<file path="src/common/timer_five_pkg.sv">
// Shared constants and types for the 24-bit wake-up timer.
// Assumes an 8-bit special-function register port with a 16-bit address.
package timer_five_pkg;

	// ------------------------------------------------------------
	// Widths and register map
	// ------------------------------------------------------------
	localparam int            COUNT_W      = 24;
	localparam int            ADDR_W       = 16;
	localparam int            DATA_W       = 8;
	localparam logic [15:0]   CSR_ADDR     = 16'ha003;
	localparam logic [7:0]    CSR_RESET    = 8'h00;
	localparam logic [23:0]   COUNT_RESET  = 24'h000000;
	localparam logic [23:0]   COUNT_MAX    = 24'hffffff;

	// ------------------------------------------------------------
	// Control/status field positions
	// ------------------------------------------------------------
	localparam int            FLAG_BIT     = 7;
	localparam int            SEL_HI_BIT   = 6;
	localparam int            SEL_LO_BIT   = 5;
	localparam int            MODE_BIT     = 4;
	localparam int            RUN_BIT      = 3;
	localparam int            IEN_BIT      = 0;

	// Clock source codes: high bit clear picks the internal oscillator.
	typedef enum logic [1:0] {
		SRC_INT_A  = 2'b00,
		SRC_INT_B  = 2'b01,
		SRC_SLOW_A = 2'b10,
		SRC_SLOW_B = 2'b11
	} clock_source_t;

	// Control/status fields as stored in the register.
	typedef struct packed {
		logic          timer_five_overflow_flag;
		clock_source_t timer_five_clock_select;
		logic          timer_five_reload_mode_select;
		logic          timer_five_run;
		logic          timer_five_irq_enable;
	} control_t;

	// Register port request.
	typedef struct packed {
		logic [15:0] addr;
		logic [7:0]  wdata;
		logic        wr;
		logic        rd;
	} sfr_req_t;

endpackage

</file>
<file path="src/hdl/source_edge.sv">
// Picks the selected count clock source and marks each rising edge.
// Assumes both oscillator inputs are synchronous to ref_clk.
`timescale 1ns/100ps
module source_edge
	import timer_five_pkg::*;
(
	// Clock and reset
	input  wire logic          ref_clk,
	input  wire logic          rst,
	// Oscillator levels and choice
	input  wire logic          internal_oscillator,
	input  wire logic          slow_oscillator,
	input  wire clock_source_t sel,
	// One-cycle mark per rising edge of the chosen source
	output      logic          tick_r
);

	// ------------------------------------------------------------
	// Source choice and edge detection
	// ------------------------------------------------------------
	logic int_prev_r;
	logic slow_prev_r;
	wire  use_slow;
	wire  int_rise;
	wire  slow_rise;
	wire  tick_nxt;

	// The high select bit alone decides the source.
	assign use_slow  = sel[1];
	assign int_rise  = internal_oscillator & ~int_prev_r;
	assign slow_rise = slow_oscillator & ~slow_prev_r;
	assign tick_nxt  = use_slow ? slow_rise : int_rise;

	// Previous samples and the registered edge mark.
	always_ff @(posedge ref_clk or posedge rst) begin
		if (rst) begin
			int_prev_r  <= 1'b0;
			slow_prev_r <= 1'b0;
			tick_r      <= 1'b0;
		end else begin
			int_prev_r  <= internal_oscillator;
			slow_prev_r <= slow_oscillator;
			tick_r      <= tick_nxt;
		end
	end
endmodule

</file>
<file path="src/hdl/wakeup_timer_24bit.sv">
// 24-bit wake-up timer with one control/status register.
// Assumes register strobes and oscillator levels are synchronous to ref_clk.
//
// What this block does
// - 24-bit counter steps on each source edge.
// - Codes 00/01 internal, 10/11 slow oscillator.
// - Runs free-running or auto-reload.
// - Mode bit 1 reloads, 0 free-runs.
// - Keeps counting in stop or sleep.
// - Overflow gives a wake-up event.
// - Overflow sets flag; only software clears it.
// - Run bit starts and stops counting.
// - Interrupt only when enable bit is set.
// - Register 0xa003 holds flag, select, mode, run, enable.
`timescale 1ns/100ps
module wakeup_timer_24bit
	import timer_five_pkg::*;
(
	// Clock and reset
	input  wire logic        ref_clk,
	input  wire logic        rst,
	// Count clock sources
	input  wire logic        internal_oscillator,
	input  wire logic        slow_oscillator,
	// Special-function register port
	input  wire logic [15:0] sfr_addr,
	input  wire logic [7:0]  sfr_wdata,
	input  wire logic        sfr_wr,
	input  wire logic        sfr_rd,
	output      logic [7:0]  sfr_rdata_r,
	// Reload value and count
	input  wire logic [23:0] reload_value,
	output      logic [23:0] count_r,
	// Events
	output      logic        irq_r,
	output      logic        wake_r
);

	// ------------------------------------------------------------
	// Register port decode
	// ------------------------------------------------------------
	sfr_req_t req;
	control_t ctrl_r;
	control_t ctrl_nxt;
	wire      csr_hit;
	wire      csr_wr;
	wire      csr_rd;
	wire      flag_clear;
	wire [7:0] csr_view;

	// Bundle the port and decode the single register address.
	assign req        = '{addr: sfr_addr, wdata: sfr_wdata, wr: sfr_wr, rd: sfr_rd};
	assign csr_hit    = (req.addr == CSR_ADDR);
	assign csr_wr     = csr_hit & req.wr;
	assign csr_rd     = csr_hit & req.rd;
	assign flag_clear = csr_wr & ~req.wdata[FLAG_BIT]; // Writing 0 clears the flag.
	// Bits 2:1 are unused and read as zero.
	assign csr_view   = {ctrl_r.timer_five_overflow_flag,
		ctrl_r.timer_five_clock_select,
		ctrl_r.timer_five_reload_mode_select,
		ctrl_r.timer_five_run,
		2'b00,
		ctrl_r.timer_five_irq_enable};

	// ------------------------------------------------------------
	// Count clock edges
	// ------------------------------------------------------------
	logic tick_r;

	// Both sources are sampled every cycle, so changing the select while the
	// new source stands high gives no extra edge mark; only a true rise counts.
	source_edge u_source_edge (
		.ref_clk             (ref_clk),
		.rst                 (rst),
		.internal_oscillator (internal_oscillator),
		.slow_oscillator     (slow_oscillator),
		.sel                 (ctrl_r.timer_five_clock_select),
		.tick_r              (tick_r)
	);

	// ------------------------------------------------------------
	// Counter
	// ------------------------------------------------------------
	wire        step;
	wire        overflow;
	wire [23:0] count_nxt;

	// No sleep or stop input gates the step; only run and the source do.
	assign step      = tick_r & ctrl_r.timer_five_run;
	assign overflow  = step & (count_r == COUNT_MAX);
	assign count_nxt = !step ? count_r
		: !overflow ? count_r + 24'h000001
		: ctrl_r.timer_five_reload_mode_select ? reload_value : COUNT_RESET;

	// Counter register.
	always_ff @(posedge ref_clk or posedge rst) begin
		if (rst) begin
			count_r <= COUNT_RESET;
		end else begin
			count_r <= count_nxt;
		end
	end

	// ------------------------------------------------------------
	// Control/status register
	// ------------------------------------------------------------
	// Spreads a written byte over the stored fields. The flag is passed in
	// unchanged, because a write can only clear it, never set it.
	// Bits 2:1 of the byte fall away here, so they always read as zero.
	function automatic control_t unpack_csr(input logic [7:0] b, input logic flag);
		control_t c;
		c.timer_five_overflow_flag      = flag;
		c.timer_five_clock_select       = clock_source_t'(b[SEL_HI_BIT:SEL_LO_BIT]);
		c.timer_five_reload_mode_select = b[MODE_BIT];
		c.timer_five_run                = b[RUN_BIT];
		c.timer_five_irq_enable         = b[IEN_BIT];
		return c;
	endfunction

	// A write loads the control fields; an overflow in the same cycle as a
	// clearing write still leaves the flag set.
	always_comb begin
		ctrl_nxt = ctrl_r;
		if (csr_wr) begin
			ctrl_nxt = unpack_csr(req.wdata, ctrl_r.timer_five_overflow_flag);
		end
		if (flag_clear) begin
			ctrl_nxt.timer_five_overflow_flag = 1'b0;
		end
		if (overflow) begin
			ctrl_nxt.timer_five_overflow_flag = 1'b1;
		end
	end

	// Register and read data.
	always_ff @(posedge ref_clk or posedge rst) begin
		if (rst) begin
			ctrl_r      <= control_t'({CSR_RESET[FLAG_BIT:RUN_BIT], CSR_RESET[IEN_BIT]});
			sfr_rdata_r <= CSR_RESET;
		end else begin
			ctrl_r      <= ctrl_nxt;
			sfr_rdata_r <= csr_rd ? csr_view : 8'h00;
		end
	end

	// ------------------------------------------------------------
	// Event outputs
	// ------------------------------------------------------------
	wire irq_nxt;
	wire wake_nxt;

	// The interrupt level follows the flag as it will stand after this edge,
	// so it rises with the flag and drops with the clearing write.
	assign irq_nxt  = ctrl_nxt.timer_five_overflow_flag
		& ctrl_nxt.timer_five_irq_enable;
	// One pulse per overflow, whatever the interrupt enable says.
	assign wake_nxt = overflow;

	// Interrupt level and one-cycle wake-up pulse.
	always_ff @(posedge ref_clk or posedge rst) begin
		if (rst) begin
			irq_r  <= 1'b0;
			wake_r <= 1'b0;
		end else begin
			irq_r  <= irq_nxt;
			wake_r <= wake_nxt;
		end
	end
endmodule

</file>
<file path="config.mk">
export PLATFORM = sky130hd
export DESIGN_NAME = wakeup_timer_24bit
export DESIGN_NICKNAME = d
export VERILOG_FILES = /design/src/common/timer_five_pkg.sv /design/src/hdl/source_edge.sv /design/src/hdl/wakeup_timer_24bit.sv
export SDC_FILE = /design/constraint.sdc
export NUM_CORES = 1
export LEC_CHECK = 0
export ABC_AREA = 0
export BUFFER_PORTS_ARGS = -buffer_cell sky130_fd_sc_hd__buf_2
export CAP_MARGIN = 10
export CORE_ASPECT_RATIO = 1.25
export CORE_MARGIN = 10
export CORE_UTILIZATION = 48
export CTS_BUF_LIST = sky130_fd_sc_hd__clkbuf_16
export CTS_CLUSTER_SIZE = 10
export DETAILED_ROUTE_END_ITERATION = 8
export GPL_TIMING_DRIVEN = 0
export HOLD_SLACK_MARGIN = 0.12
export PLACE_DENSITY = 0.8
export RECOVER_POWER = 50
export SLEW_MARGIN = 20
export SYNTH_ARGS = -nofsm -noshare
export SYNTH_HDL_FRONTEND = slang
export SYNTH_SLANG_ARGS = --single-unit
</file>
<file path="constraint.sdc">
create_clock -name ref_clk -period 2.4 [get_ports ref_clk]
set_input_delay 0.36 -clock ref_clk [delete_from_list [all_inputs] [get_ports ref_clk]]
set_output_delay 0.36 -clock ref_clk [all_outputs]
set_load 0.01 [all_outputs]
</file>
==> results, run 1 <==
- The initial antenna violation count is 0.
- The number of design-rule violations left by the first detailed-router iteration is approximately 160.
- The floorplan step defined a core boundary enclosing roughly 0.0044 mm².
- After detailed routing, the average wire length per cell comes to 16.90 µm.
- The worst path in the final design needs a cycle of between 2000 and 2500 ps, including I/O delays and setup.
- The portion of synthesized cell area occupied by the leading cell type is 47.48%.
- The final design utilization is 64.07%.
- The largest total area in the synthesized netlist belongs to dfrtp_1.
- The part of the cycle the worst path needs is 86.39%.
- The highest achievable clock rate is 482.3 MHz.
- The most used standard cell by instance count after synthesis is dfrtp_1.
- The total track usage is 17.24%.
- The normalized max-slew margin is 56.63%.
- Summing all non-filler instances in the final layout gives an area of 0.002814 mm².
- Setup violations remaining at the end of the flow were counted as 0.
- In this run the remaining antenna-violating nets after routing total 0.
- The wire length after detailed routing is 6305 µm.
- The number of detailed-routing iterations run before antenna repair is 4.
- The CTS tree is done.
- Detailed placement finished with a half-perimeter wire length of 4823 µm.
- The placed cell count is 364.
- The number of standard cells in the final layout excluding fillers is 373.
- The per-instance average area after synthesis is between 9 and 10 µm².
- Sorting the synthesized cells by area gives the leading types as dfrtp_1 (47%), a21oi_1 (4.4%), nand2_1 (3.8%), nand3_1 (3.7%), nand4_1 (2.6%).
- The maximum buffer depth of the clock tree is 2.
- The number of global-route vias before repair came to 2236.
- The analysis attributes to cell leakage a power of 1.305 nW.
- The largest net degree at the start of global routing is 26.
- The endpoint class of the critical path is a register.
- In this run the core area contains 27 standard-cell rows.
- The max-slew violation count was 0.
- The worst voltage drop across the vdd grid is about 0.56 mV.
- The number of nets in the finished design is roughly 370.
- Relative to the synthesized area, the layout overhead comes to 30.23%.
- The kind of start point of the critical path is a register.
- The congestion estimate from routability-driven global placement came to between 0.8 and 0.9.
- Along the worst path, the maximum fanout reaches 10.
- The root cell of the clock tree is clkbuf_16.
- The synthesized instance count is around 220.
- By count the netlist is led by dfrtp_1 (41), nand2_1 (22), a21oi_1 (19).
- After synthesis, the netlist uses 51 different library cells.
- The number of port buffers is 83.
- The detailed-route via count is about 2100.
- Setup total negative slack on the finished layout was measured at 0 ps.
- The final hold violation count is 0.
- Power spread over the standard cell area amounts to 536.2 mW/mm².
- The clock input transition at the sequential cells of the worst setup and hold paths is 60 ps.
- For this run, design rule violations remaining after detail routing come to 0.
- The Yosys step of the flow raised 0 warnings.
- The clock sink total is 41.
- Setup repair after global routing left no endpoint under its margin.
- The number of H-tree branching levels is 2.
- For this configuration, the core starts out at a cell density of 49.20%.
- In the synthesized netlist the dominant register cell turns out to be dfrtp_1.
- The async set-reset flop share out of synthesis is 100.0%.
- Counting flops with a built-in enable in the synthesized netlist gives 0.
- Summed over all layers, the global routing overflow is 0.
- The flow ran to the end, and the final reports show no timing, DRC or antenna violations.
- The tool flagged a number of max-cap violations equal to 0.
- The count of inserted antenna diode cells is 0.
- The worst setup path is of the register to register kind.
- 88 I/O pins were placed.
- The number of buffers inserted to repair setup after CTS is 0.
- The post-synthesis register bit count is between 40 and 50.
- Summing every instance area after synthesis gives 0.002161 mm².
- At the pin with the least slew margin, the transition time is 649.9 ps.
- The post-route netlist has about a third of its cells at a drive strength greater than 1.
- The number of buffers added by the clock tree synthesis step is 5.
- The floorplan step defined a die boundary enclosing 0.007602 mm².
- The height of the die is around 95 µm.
- For the worst setup path, the data arrival time is 2230 ps.
- The path class of the lowest-slack min-delay path is primary input to register.
- For this run, the register share of the synthesized area comes to a little under half.
- The final setup skew is 6.378 ps.
- The floorplan die width is between 80 and 90 µm.
- The fill cell total of the finished layout is 402.
- At the worst endpoint, the required time is 2550 ps.
- The mean number of vias per cell is 5.614.
- The cell area reported after detailed placement is 0.002673 mm².
- The clock insertion delay at the later pin of the skew report is 280 ps.
- The first-pass GRT wire length is 10490 µm.
-- registers in the layout, summed over array words and instances (netlist names) --
register and cells:
sfr_rdata_r 6, csr_view 6, u_source_edge.tick_r 1, u_source_edge.slow_prev_r 1
irq_r 1, u_source_edge.int_prev_r 1, count_r 24, wake_r 1
-- worst max-delay path, cell delays in order, from the launching register on --
cell and delay [ps]:
dfrtp_1 430, ha_1 250, inv_1 130, nor4_4 470
nand2_2 170, buf_2 240, nand4b_1 150, nand3_1 100
-- per-stage QoR --
| step | power (mW) | hold WS (ps) | worst slack (ps) |
|---|---|---|---|
| after floorplan | 0.7261 | 391.4 | 596.6 |
| after global placement | 0.7710 | 417.8 | 443.4 |
| after CTS | 1.520 | 192.7 | 370.4 |
| final | 1.509 | 197.1 | 326.6 |
| after detailed placement | 0.7770 | 366.7 | 409.0 |
| after global routing | 1.558 | 196.4 | 152.3 |
-- kinds of logic after synthesis --
logic type / synth area share (%)
compound gates: 13.20
flops: 47.48
buf+inv: 4.690
other cells: 0.1735
xor+xnor: 1.621
simple gates: 29.18
fa+ha+maj: 0.5789
mux: 3.069
-- final timing paths --
kind,from,end,slack (ps),cells past startpoint
min reg2reg,u_source_edge.int_prev_r$_DFF_PP0_,u_source_edge.tick_r$_DFF_PP0_,430,1
min in group asynchronous,rst,count_r[7]$_DFFE_PP0P_,730,3
min,internal_oscillator,u_source_edge.int_prev_r$_DFF_PP0_,200,1
max,count_r[0]$_DFFE_PP0P_,count_r[13]$_DFFE_PP0P_,330,7
max reg2reg,count_r[0]$_DFFE_PP0P_,count_r[13]$_DFFE_PP0P_,330,7
max in group asynchronous,rst,count_r[6]$_DFFE_PP0P_,620,4
-- where the power goes --
group | leakage (nW) | switching, mW | internal (mW)
registers | 0.484 | 0.00164 | 0.694
logic | 0.739 | 0.0298 | 0.0355
clock network | 0.0826 | 0.265 | 0.483
total | 1.31 | 0.296 | 1.21
-- cell type report --
class                      count  area [µm²]  area share [%]
timing repair buffer          85       414.1           14.72
buffer                        11       67.56           2.401
clock buffer                   5       125.1           4.446
tap                           58       72.57           2.579
sequential                    41        1026           36.46
multi-input combinational    161        1037           36.86
clock inverter                 3       37.54           1.334
inverter                       9       33.78           1.201
-- cells in the final DEF (no fill, tap or decap), types with 3 or more instances in the layout --
cell	netlist	final
buf_2	3	73
dfrtp_1	41	41
nand2_1	22	22
a21oi_1	19	19
nand3_1	16	16
clkbuf_1	3	16
nor2_1	11	11
inv_1	8	9
nand4_1	9	9
nor3_1	9	9
and2_1	7	7
a31oi_1	7	7
nor4_1	5	5
clkbuf_16	0	5
buf_4	4	4
and3_1	4	4
xor2_1	4	4
mux2_2	4	4
and4_1	3	3
-- routing by layer --
| layer | part of all wire [%] | vias to the layer above | GRT usage (%) | routed length (µm) |
|---|---|---|---|---|
| li1 | - | 999 | - | - |
| met1 | 37 | 1001 | 17.90 | 2351 |
| met2 | 51 | 80 | 30.09 | 3234 |
| met3 | 9.2 | 14 | 6.968 | 578 |
| met4 | 2.2 | 0 | 7.206 | 140 |
| met5 | 0 | - | 0 | 0 |
-- timing repair --
| item | 4_1_cts | 5_1_grt |
|---|---|---|
| endpoints found under the hold margin | 16 | 0 |
| resized for setup | 0 | 0 |
| hold buffers | 1 | 0 |
Note: power is estimated with default switching activity, not from simulation.
==> run 2, diff against run 1 <==
--- a/config.mk
+++ b/config.mk
@@ -5,18 +5,18 @@
 export SDC_FILE = /design/constraint.sdc
 export NUM_CORES = 1
 export LEC_CHECK = 0
-export ABC_AREA = 0
+export ABC_AREA = 1
 export BUFFER_PORTS_ARGS = -buffer_cell sky130_fd_sc_hd__buf_2
 export CAP_MARGIN = 10
 export CORE_ASPECT_RATIO = 1.25
 export CORE_MARGIN = 10
-export CORE_UTILIZATION = 48
+export CORE_UTILIZATION = 51
 export CTS_BUF_LIST = sky130_fd_sc_hd__clkbuf_16
 export CTS_CLUSTER_SIZE = 10
 export DETAILED_ROUTE_END_ITERATION = 8
 export GPL_TIMING_DRIVEN = 0
 export HOLD_SLACK_MARGIN = 0.12
-export PLACE_DENSITY = 0.8
+export PLACE_DENSITY = 0.81
 export RECOVER_POWER = 50
 export SLEW_MARGIN = 20
 export SYNTH_ARGS = -nofsm -noshare
==> run 2 against run 1 <==
Compared with the run above: sequential cell count did not move; non-clock buffer count shrank 1; first-iteration DRC count increased by 0.64%; global-route usage up 0.90 points; sequential power is 25% higher; utilization up 3.0 points; worst hold slack better by 8.1 ps; synthesized area grew 19%; sequential share of layout area decreased by 4.8 points; synthesized cell count increased by 67%; combinational power rose to 7.0 times the previous value; setup slack better by 150 ps.
==> results, run 2 <==
- The initial antenna violation count is 0 (unchanged).
- The clock input transition at the sequential cells of the worst setup and hold paths was 60 ps (about the same).
- The critical path's largest stage delay came to 390 ps (-80 ps).
- The number of global-route vias before repair is 2808 (+26%).
- The count of inserted antenna diode cells is 0 (unchanged).
- The start point of the worst min-delay path is slow_oscillator.
- The remaining antenna violation count after routing is 0 (unchanged).
- The simple logic cell fraction of the synthesized area is 41.82% (+13 points).
- The most common flop cell mapped by yosys is dfrtp_1.
- The post-detailed-route DRC marker count is 0 (unchanged).
- The number of H-tree branching levels is 2 (unchanged).
- The total core area is 0.004835 mm² (+10%).
- The launch instance of the worst register-to-register path is count_r[1]$_DFFE_PP0P_.
- The largest net degree at the start of global routing is 25 (-3.8%).
- The placed cell count came to 513 (+41%).
- By count the netlist is led by nand2_1 (116), nor2_1 (47), dfrtp_1 (41).
- The setup path with the least slack is of type register to register.
- The mean number of vias per cell is 5.130 (-8.6%).
- The part of the cycle the worst path needs is 80.24% (-6.2 points).
- The maximum fanout along the worst path is 8 (-2).
- The number of buffers inserted to repair setup after CTS is 0 (unchanged).
- The mean routed wirelength per cell is 14.40 µm (-15%).
- The hold slack is 205.2 ps (+8.067 ps).
- The estimated wirelength of the detail-placed design is 5945 µm (+23%).
- The CTS tree is done.
- The floorplan die area is 0.008318 mm² (+9.4%).
- The number of standard cells in the final layout excluding fillers is 522 (+40%).
- The power density over cell area is 643.9 mW/mm² (+20%).
- The time the final worst path needs with I/O delays and setup is 1926 ps (-147.8 ps).
- The fill cell total of the finished layout was 442 (+10%).
- The clock insertion delay at the later pin of the skew report is 290 ps (about the same).
- The signal on the critical path passes through ha_1, nand2_2, nor2_4, nand3_4, nor2_1, nand2_2, nand3_1, nand2_1, nand2_1, nand2_1.
- The final design utilization is 67.05% (+3.0 points).
- Setup repair after global routing left no endpoint under its margin.
- The clock sink total is 41 (unchanged).
- The worst setup slack for register-to-register paths is 470 ps (+150 ps).
- The floorplan die width came to 83.60 µm (+4.5%).
- The root cell of the clock tree is clkbuf_16.
- The origin of the worst setup path is count_r[1]$_DFFE_PP0P_.
- The per-instance average area after synthesis is 7.007 µm² (-28%).
- nand2_1 is the most common cell in the netlist.
- The worst path arrival time is 2100 ps (-130 ps).
- The aggregate global routing overflow came to 0 (unchanged).
- The fraction of final layout cells sized beyond drive strength 1 is 24.68% (-8.7 points).
- The required time of the critical path is 2570 ps (+20 ps).
- The sequential-to-total area share from yosys stat is 39.79% (-7.7 points).
- Leaving out fill and tap cells, the most frequent cell in the layout is nand2_1.
- The max-slew violation count is 0 (unchanged).
- The worst voltage drop across the vdd grid is 0.4910 mV (-12%).
- The slew at the pin closest to its max-slew limit is 700.7 ps (+50.79 ps).
- Compared with the post-synthesis result, the final layout area differs by 25.72%.
- The kind of start point of the critical path is a register.
- The worst hold path belongs to the class primary input to register.
- The final hold violation count is 0 (unchanged).
- The static power due to leakage is 1.671 nW (+28%).
- The unique cell type count in the Yosys netlist is 35 (-31%).
- By instance count, the cell type seen most on the critical path is nand2_1.
- The critical path buffer and inverter count is 0 (-2).
- The final setup TNS is 0 ps (unchanged).
- The number of cells traversed by the worst register-to-register path came to 10 (+3).
- The weighted congestion at the end of routability-driven global placement is 0.9463 (+11%).
- In the layout the commonest cells are nand2_1 (116), buf_2 (76), nor2_1 (47), dfrtp_1 (41), inv_1 (38).
- The maximum buffer depth of the clock tree is 2 (unchanged).
- The height of the die is 99.50 µm (+4.7%).
- The detailed-route via count was 2678 (+28%).
- The synthesized-area fraction occupied by ao, oa, aoi and oai cells is 6.987% (-6.2 points).
- The total track usage is 18.14% (+0.90 points).
- The number of nets in the finished design is 516 (+40%).
- The worst hold path cell count is 1 (unchanged).
- The number of port buffers is 83 (unchanged).
- The biggest area contributor in the post-synthesis netlist is dfrtp_1.
- The end point of the most critical hold path is u_source_edge.slow_prev_r$_DFF_PP0_.
- The count of flip-flops with a built-in enable after synthesis came to 0 (unchanged).
- The async set-reset flop share out of synthesis was 100.0% (unchanged).
- The wire length after detailed routing was 7517 µm (+19%).
- The max-cap violation count is 0 (unchanged).
- Ranked by total cell area, the synthesized netlist is headed by dfrtp_1 (40%), nand2_1 (17%), nor2_1 (6.8%), inv_1 (5.5%), nand3_1 (5.0%).
- The first-pass GRT wire length is 12790 µm (+22%).
- The largest family of logic cells by synthesized area is simple AND/OR/NAND/NOR gates.
- The fraction of the mapped netlist area in adder cells is 0.4852% (-0.094 points).
- The portion of netlist area occupied by mux cells is 0% (-3.1 points).
- The final setup skew is 5.994 ps (-0.3841 ps).
- The normalized max-slew margin came to 53.24% (-3.4 points).
- The number of detailed-routing iterations run before antenna repair is 5 (+1).
- The number of top-level design ports is 88 (unchanged).
- The flow ran to the end, and the final reports show no timing, DRC or antenna violations.
- The summed instance area of the synthesized netlist came to 0.002579 mm² (+19%).
- The portion of synthesized cell area occupied by the leading cell type is 39.79% (-7.7 points).
- The largest delay contributor family on the critical path is simple AND/OR/NAND/NOR gates.
- The row count is 28 (+3.7%).
- The Yosys warning count is 0 (unchanged).
- The highest achievable clock rate is 519.3 MHz (+7.7%).
- The capture point of the worst reg-to-reg path is count_r[21]$_DFFE_PP0P_.
- The number of design-rule violations left by the first detailed-router iteration came to 157 (+0.64%).
- On the critical path, the stage with the largest delay is an instance of dfrtp_1.
- The flip-flop count of the largest register after layout is 24 (unchanged).
- The post-synthesis register bit count came to 41 (unchanged).
- The register containing the most flip-flops in the final layout is count_r.
- The initial cell density of the core is 53.34% (+4.1 points).
- The synthesized-area fraction occupied by xor and xnor cells is 3.057% (+1.4 points).
- The number of buffers added by the clock tree synthesis step is 5 (unchanged).
- The synthesized instance count was 368 (+67%).
- The setup-violating endpoint count in the final report was 0 (unchanged).
- The endpoint class of the critical path is a register.
-- run 2: cell types whose count changed after synthesis, sizes merged, moves of 7 or more --
cell,previous run,this run
inv,9,39
nand2,23,128
nor4,7,0
a31oi,7,0
nand3,18,28
nor3,11,2
nor2,12,58
o21ai,4,14
-- run 2: cell type report --
type	instances	area, µm²	area share, %
inverter	40	150.1	4.631
tap	60	75.07	2.316
buffer	10	48.80	1.505
sequential	41	1026	31.65
timing repair buffer	85	417.9	12.89
clock inverter	3	41.29	1.274
clock buffer	5	125.1	3.860
multi-input combinational	278	1358	41.88
-- run 2: worst max-delay path by stage --
| stage | end | slack [ps] | cells after the start |
|---|---|---|---|
| after floorplan | count_r[7]$_DFFE_PP0P_ | 760 | 10 |
| after global placement | count_r[15]$_DFFE_PP0P_ | 530 | 2 |
| after detailed placement | count_r[21]$_DFFE_PP0P_ | 530 | 10 |
| after CTS | count_r[21]$_DFFE_PP0P_ | 480 | 10 |
| after global routing | count_r[21]$_DFFE_PP0P_ | 290 | 10 |
| final | count_r[21]$_DFFE_PP0P_ | 470 | 10 |
-- run 2: through the flow --
stage	instance area (µm²)	setup slack, ps	total power, mW
after CTS	3277	484.3	2.098
final	3242	474.3	2.087
after global placement	3073	529.2	1.318
after detailed placement	3100	525.9	1.340
after global routing	3242	293.6	2.194
after floorplan	2582	756.1	1.142
-- run 2: routing by layer --
metal  track usage (%)  part of all wire [%]  vias to the layer above
met5                 0                     0                        -
met2             32.96                    53                       83
met1             18.82                    38                     1234
li1                  -                     -                     1346
met4             6.839                   2.1                        0
met3             6.122                   7.6                       15
-- run 2: cell families after synthesis --
logic type / count (synthesis)
AO/OA/AOI/OAI: 33
adder cells (fa/ha/maj): 1
flip-flops: 41
other: 1
buffers and inverters: 50
XOR/XNOR: 9
AND/OR/NAND/NOR: 233
-- run 2: power by group --
group | internal, mW | total [mW] | switching, mW | leakage, nW
logic | 0.192 | 0.459 | 0.267 | 1.11
registers | 0.759 | 0.871 | 0.112 | 0.485
clock network | 0.487 | 0.758 | 0.271 | 0.0775
-- run 2: what timing repair did --
item / in CTS / in global routing
resized for setup: 0 / 0
hold endpoints to repair: 17 / 0
hold buffers: 1 / 0
-- run 2: worst register-to-register path: cells and delay by family (launching register included) --
| family | cells | cell delay (ps) |
|---|---|---|
| flops | 1 | 390 |
| fa+ha+maj | 1 | 330 |
| simple gates | 9 | 1080 |
==> run 3, diff against run 2 <==
==> constraint.sdc (replaced) <==
create_clock -name ref_clk -period 1.95 [get_ports ref_clk]
set_input_delay 0.2925 -clock ref_clk [delete_from_list [all_inputs] [get_ports ref_clk]]
set_output_delay 0.2925 -clock ref_clk [all_outputs]
set_load 0.01 [all_outputs]
==> run 3 against run 2 <==
Compared with the run above: sequential power up 24%; global-route usage unchanged; critical path depth down 1; fmax up 6.7%; clock power up 22%; combinational power up 27%; sequential cell count unchanged; clock skew down 2.0 ps; critical path type unchanged; sequential share of layout area down 0.47 points; clock-buffer cell count unchanged.
==> results, run 3 (same netlist as run 2, synthesis figures left out) <==
- The final setup TNS is 0 ps (unchanged).
- The fraction of final layout cells sized beyond drive strength 1 is 25.27% (+0.59 points).
- The setup-violating endpoint count in the final report came to 0 (unchanged).
- The worst setup margin is 144.6 ps (-329.7 ps).
- The fill cell total of the finished layout was 432 (-2.3%).
- The post-detailed-route DRC marker count is 0 (unchanged).
- The remaining antenna violation count after routing is 0 (unchanged).
- The end point of the most critical hold path is u_source_edge.slow_prev_r$_DFF_PP0_.
- The final design instance area without fill is 0.003291 mm² (+1.5%).
- The max-slew violation count came to 0 (unchanged).
- The number of design-rule violations left by the first detailed-router iteration was 169 (+7.6%).
- The path class of the tightest hold or removal check is primary input to register.
- The number of detailed-routing iterations run before antenna repair is 4 (-1).
- The floorplan die width was 83.60 µm (unchanged).
- The met2 usage in global routing came to 32.96% (unchanged).
- The met3 track utilization from global routing is 6.122% (unchanged).
- The launch instance of the worst register-to-register path is count_r[1]$_DFFE_PP0P_.
- The final hold violation count is 0 (unchanged).
- The kind of start point of the critical path is a register.
- The max-cap violation count came to 0 (unchanged).
- The worst setup slack for register-to-register paths is 140 ps (-330 ps).
- The mean routed wirelength per cell is 14.67 µm (+1.8%).
- The wire length after detailed routing is 7670 µm (+2.0%).
- The maximum buffer depth of the clock tree is 2 (unchanged).
- The number of global-route vias before repair is 2808 (unchanged).
- The sequential power share is 41.7% (about the same).
- The number of top-level design ports is 88 (unchanged).
- The number of port buffers came to 83 (unchanged).
- The detailed-route via count is 2687 (+0.34%).
- The highest achievable clock rate is 553.9 MHz (+6.7%).
- The first-pass GRT wire length came to 12790 µm (unchanged).
- The static power due to leakage is 1.681 nW (+0.57%).
- The aggregate global routing overflow is 0 (unchanged).
- The worst voltage drop across the vdd grid is 0.6044 mV (+23%).
- The flip-flop count of the largest register after layout is 24 (unchanged).
- The startpoint identified for the worst hold timing path is slow_oscillator.
- The slew at the pin closest to its max-slew limit came to 797.6 ps (+96.94 ps).
- The flow ran to the end, and the final reports show no timing, DRC or antenna violations.
- The initial cell density of the core was 53.34% (unchanged).
- The worst path arrival time is 2020 ps (-80 ps).
- The initial antenna violation count is 0 (unchanged).
- The number of buffers added by the clock tree synthesis step was 5 (unchanged).
- The number of H-tree branching levels is 2 (unchanged).
- The row count is 28 (unchanged).
- The global routing usage on met1 is 18.82% (unchanged).
- The clock sink total was 41 (unchanged).
- The most congested layer reported by global routing is met2.
- More flip-flops sit in one register than any other, and that register is count_r.
- The largest net degree at the start of global routing was 25 (unchanged).
- The power density over cell area is 787.3 mW/mm² (+22%).
- The weighted congestion at the end of routability-driven global placement is 0.9463 (unchanged).
- The worst setup slack before clock tree synthesis is 75.87 ps (-450.0 ps).
- The capture point of the worst reg-to-reg path is count_r[3]$_DFFE_PP0P_.
- The clock input transition at the sequential cells of the worst setup and hold paths is 60 ps (about the same).
- The maximum fanout along the worst path came to 9 (+1).
- The switching power share of the total is 31.07% (-0.080 points).
- The cell area reported after detailed placement is 0.003100 mm² (unchanged).
- The mean number of vias per cell was 5.138 (+0.14%).
- The most frequent standard cell in the layout excluding fill and tap cells is nand2_1.
- TritonCTS built the clock tree.
- The number of cells traversed by the worst register-to-register path came to 9 (-1).
- The total core area is 0.004835 mm² (unchanged).
- The required time of the critical path came to 2160 ps (-410 ps).
- Setup repair after global routing left no endpoint under its margin.
- The clock network power share was 35.8% (-0.5 points).
- The share of total power in combinational logic is 22.6% (+0.6 points).
- The net switching power was 0.8051 mW (+24%).
- The library cells used most frequently in the layout, excluding fill and tap cells, are nand2_1 (116), buf_2 (76), nor2_1 (46), dfrtp_1 (41), inv_1 (38).
- The number of nets in the finished design is 517 (+0.19%).
- The area growth from synthesis to layout is 27.61%.
- The hold slack is 137.8 ps (-67.37 ps).
- The root buffer cell chosen for the clock tree is clkbuf_16.
- The height of the die came to 99.50 µm (unchanged).
- The internal power of the cells is 1.786 mW (+24%).
- The normalized max-slew margin is 46.77% (-6.5 points).
- The final setup skew is 3.945 ps (-2.049 ps).
- The floorplan die area is 0.008318 mm² (unchanged).
- The count of inserted antenna diode cells is 0 (unchanged).
- The clock insertion delay at the later pin of the skew report is 280 ps (about the same).
- The worst hold path cell count was 1 (unchanged).
- The total track usage is 18.14% (unchanged).
- By startpoint and endpoint, the worst setup path is classified as register to register.
- The estimated wirelength of the detail-placed design is 5945 µm (unchanged).
- The time the final worst path needs with I/O delays and setup was 1805 ps (-120.3 ps).
- The part of the cycle the worst path needs is 92.58% (+12 points).
- STA classifies the critical path endpoint as a register.
[run 3: cell count changes in the layout (fill, tap and decap cells not counted)]
cell / before / now
buf_16: 0 / 1
clkbuf_2: 1 / 0
ha_1: 1 / 0
ha_4: 0 / 1
nor2_1: 47 / 46
nor2_2: 6 / 7
nor2_4: 4 / 5
[run 3: through the flow]
step	utilization (%)	std cells	power (mW)
floorplan	-	369	1.405
global placement	63.56	512	1.622
detailed placement	64.13	513	1.649
CTS	67.78	522	2.582
global route	68.06	523	2.730
finish	68.06	523	2.591
[run 3: area by class of cell]
cell class | count | area [µm²] | area share [%]
buffer | 10 | 48.80 | 1.483
clock buffer | 5 | 125.1 | 3.802
clock inverter | 3 | 41.29 | 1.255
inverter | 40 | 150.1 | 4.563
multi-input combinational | 279 | 1384 | 42.05
sequential | 41 | 1026 | 31.18
tap | 60 | 75.07 | 2.281
timing repair buffer | 85 | 440.4 | 13.38
[run 3: worst max-delay path: stages (launching register included)]
cell and delay [ps]:
dfrtp_1 440, ha_4 210, nand2_2 80, nor2_4 160, nand3_4 120, nor2_4 130
nand2_4 150, nor2_4 260, nand2_2 60, a21oi_1 120
[run 3: layer usage]
layer	vias to the layer above	wire [µm]
li1	1347	-
met1	1241	2883
met2	87	4034
met3	12	615
met4	0	137
met5	-	0
[run 3: power by group through the flow]
stage,logic [mW],registers [mW],clock network (mW)
after CTS,0.576,1.07,0.938
after floorplan,0.317,1.09,0
after global placement,0.547,1.08,0
final,0.585,1.08,0.926
after global routing,0.665,1.09,0.972
after detailed placement,0.571,1.08,0
[run 3: worst max-delay path by stage]
| stage | slack, ps | end | cells after the start | start |
|---|---|---|---|---|
| 2_1_floorplan | 310 | count_r[7]$_DFFE_PP0P_ | 10 | count_r[0]$_DFFE_PP0P_ |
| 3_3_place_gp | 110 | count_r[21]$_DFFE_PP0P_ | 10 | count_r[0]$_DFFE_PP0P_ |
| 3_5_place_dp | 80 | count_r[21]$_DFFE_PP0P_ | 10 | count_r[0]$_DFFE_PP0P_ |
| 4_1_cts | 30 | count_r[21]$_DFFE_PP0P_ | 10 | count_r[0]$_DFFE_PP0P_ |
| 5_1_grt | 10 | count_r[1]$_DFFE_PP0P_ | 9 | count_r[0]$_DFFE_PP0P_ |
| 6_report | 140 | count_r[3]$_DFFE_PP0P_ | 9 | count_r[1]$_DFFE_PP0P_ |
[run 3: what timing repair did]
item	4_1_cts	5_1_grt
hold buffers	1	0
buffers inserted	0	0
endpoints found under the setup margin	0	21
gates resized for setup	0	3
endpoints found under the hold margin	17	0
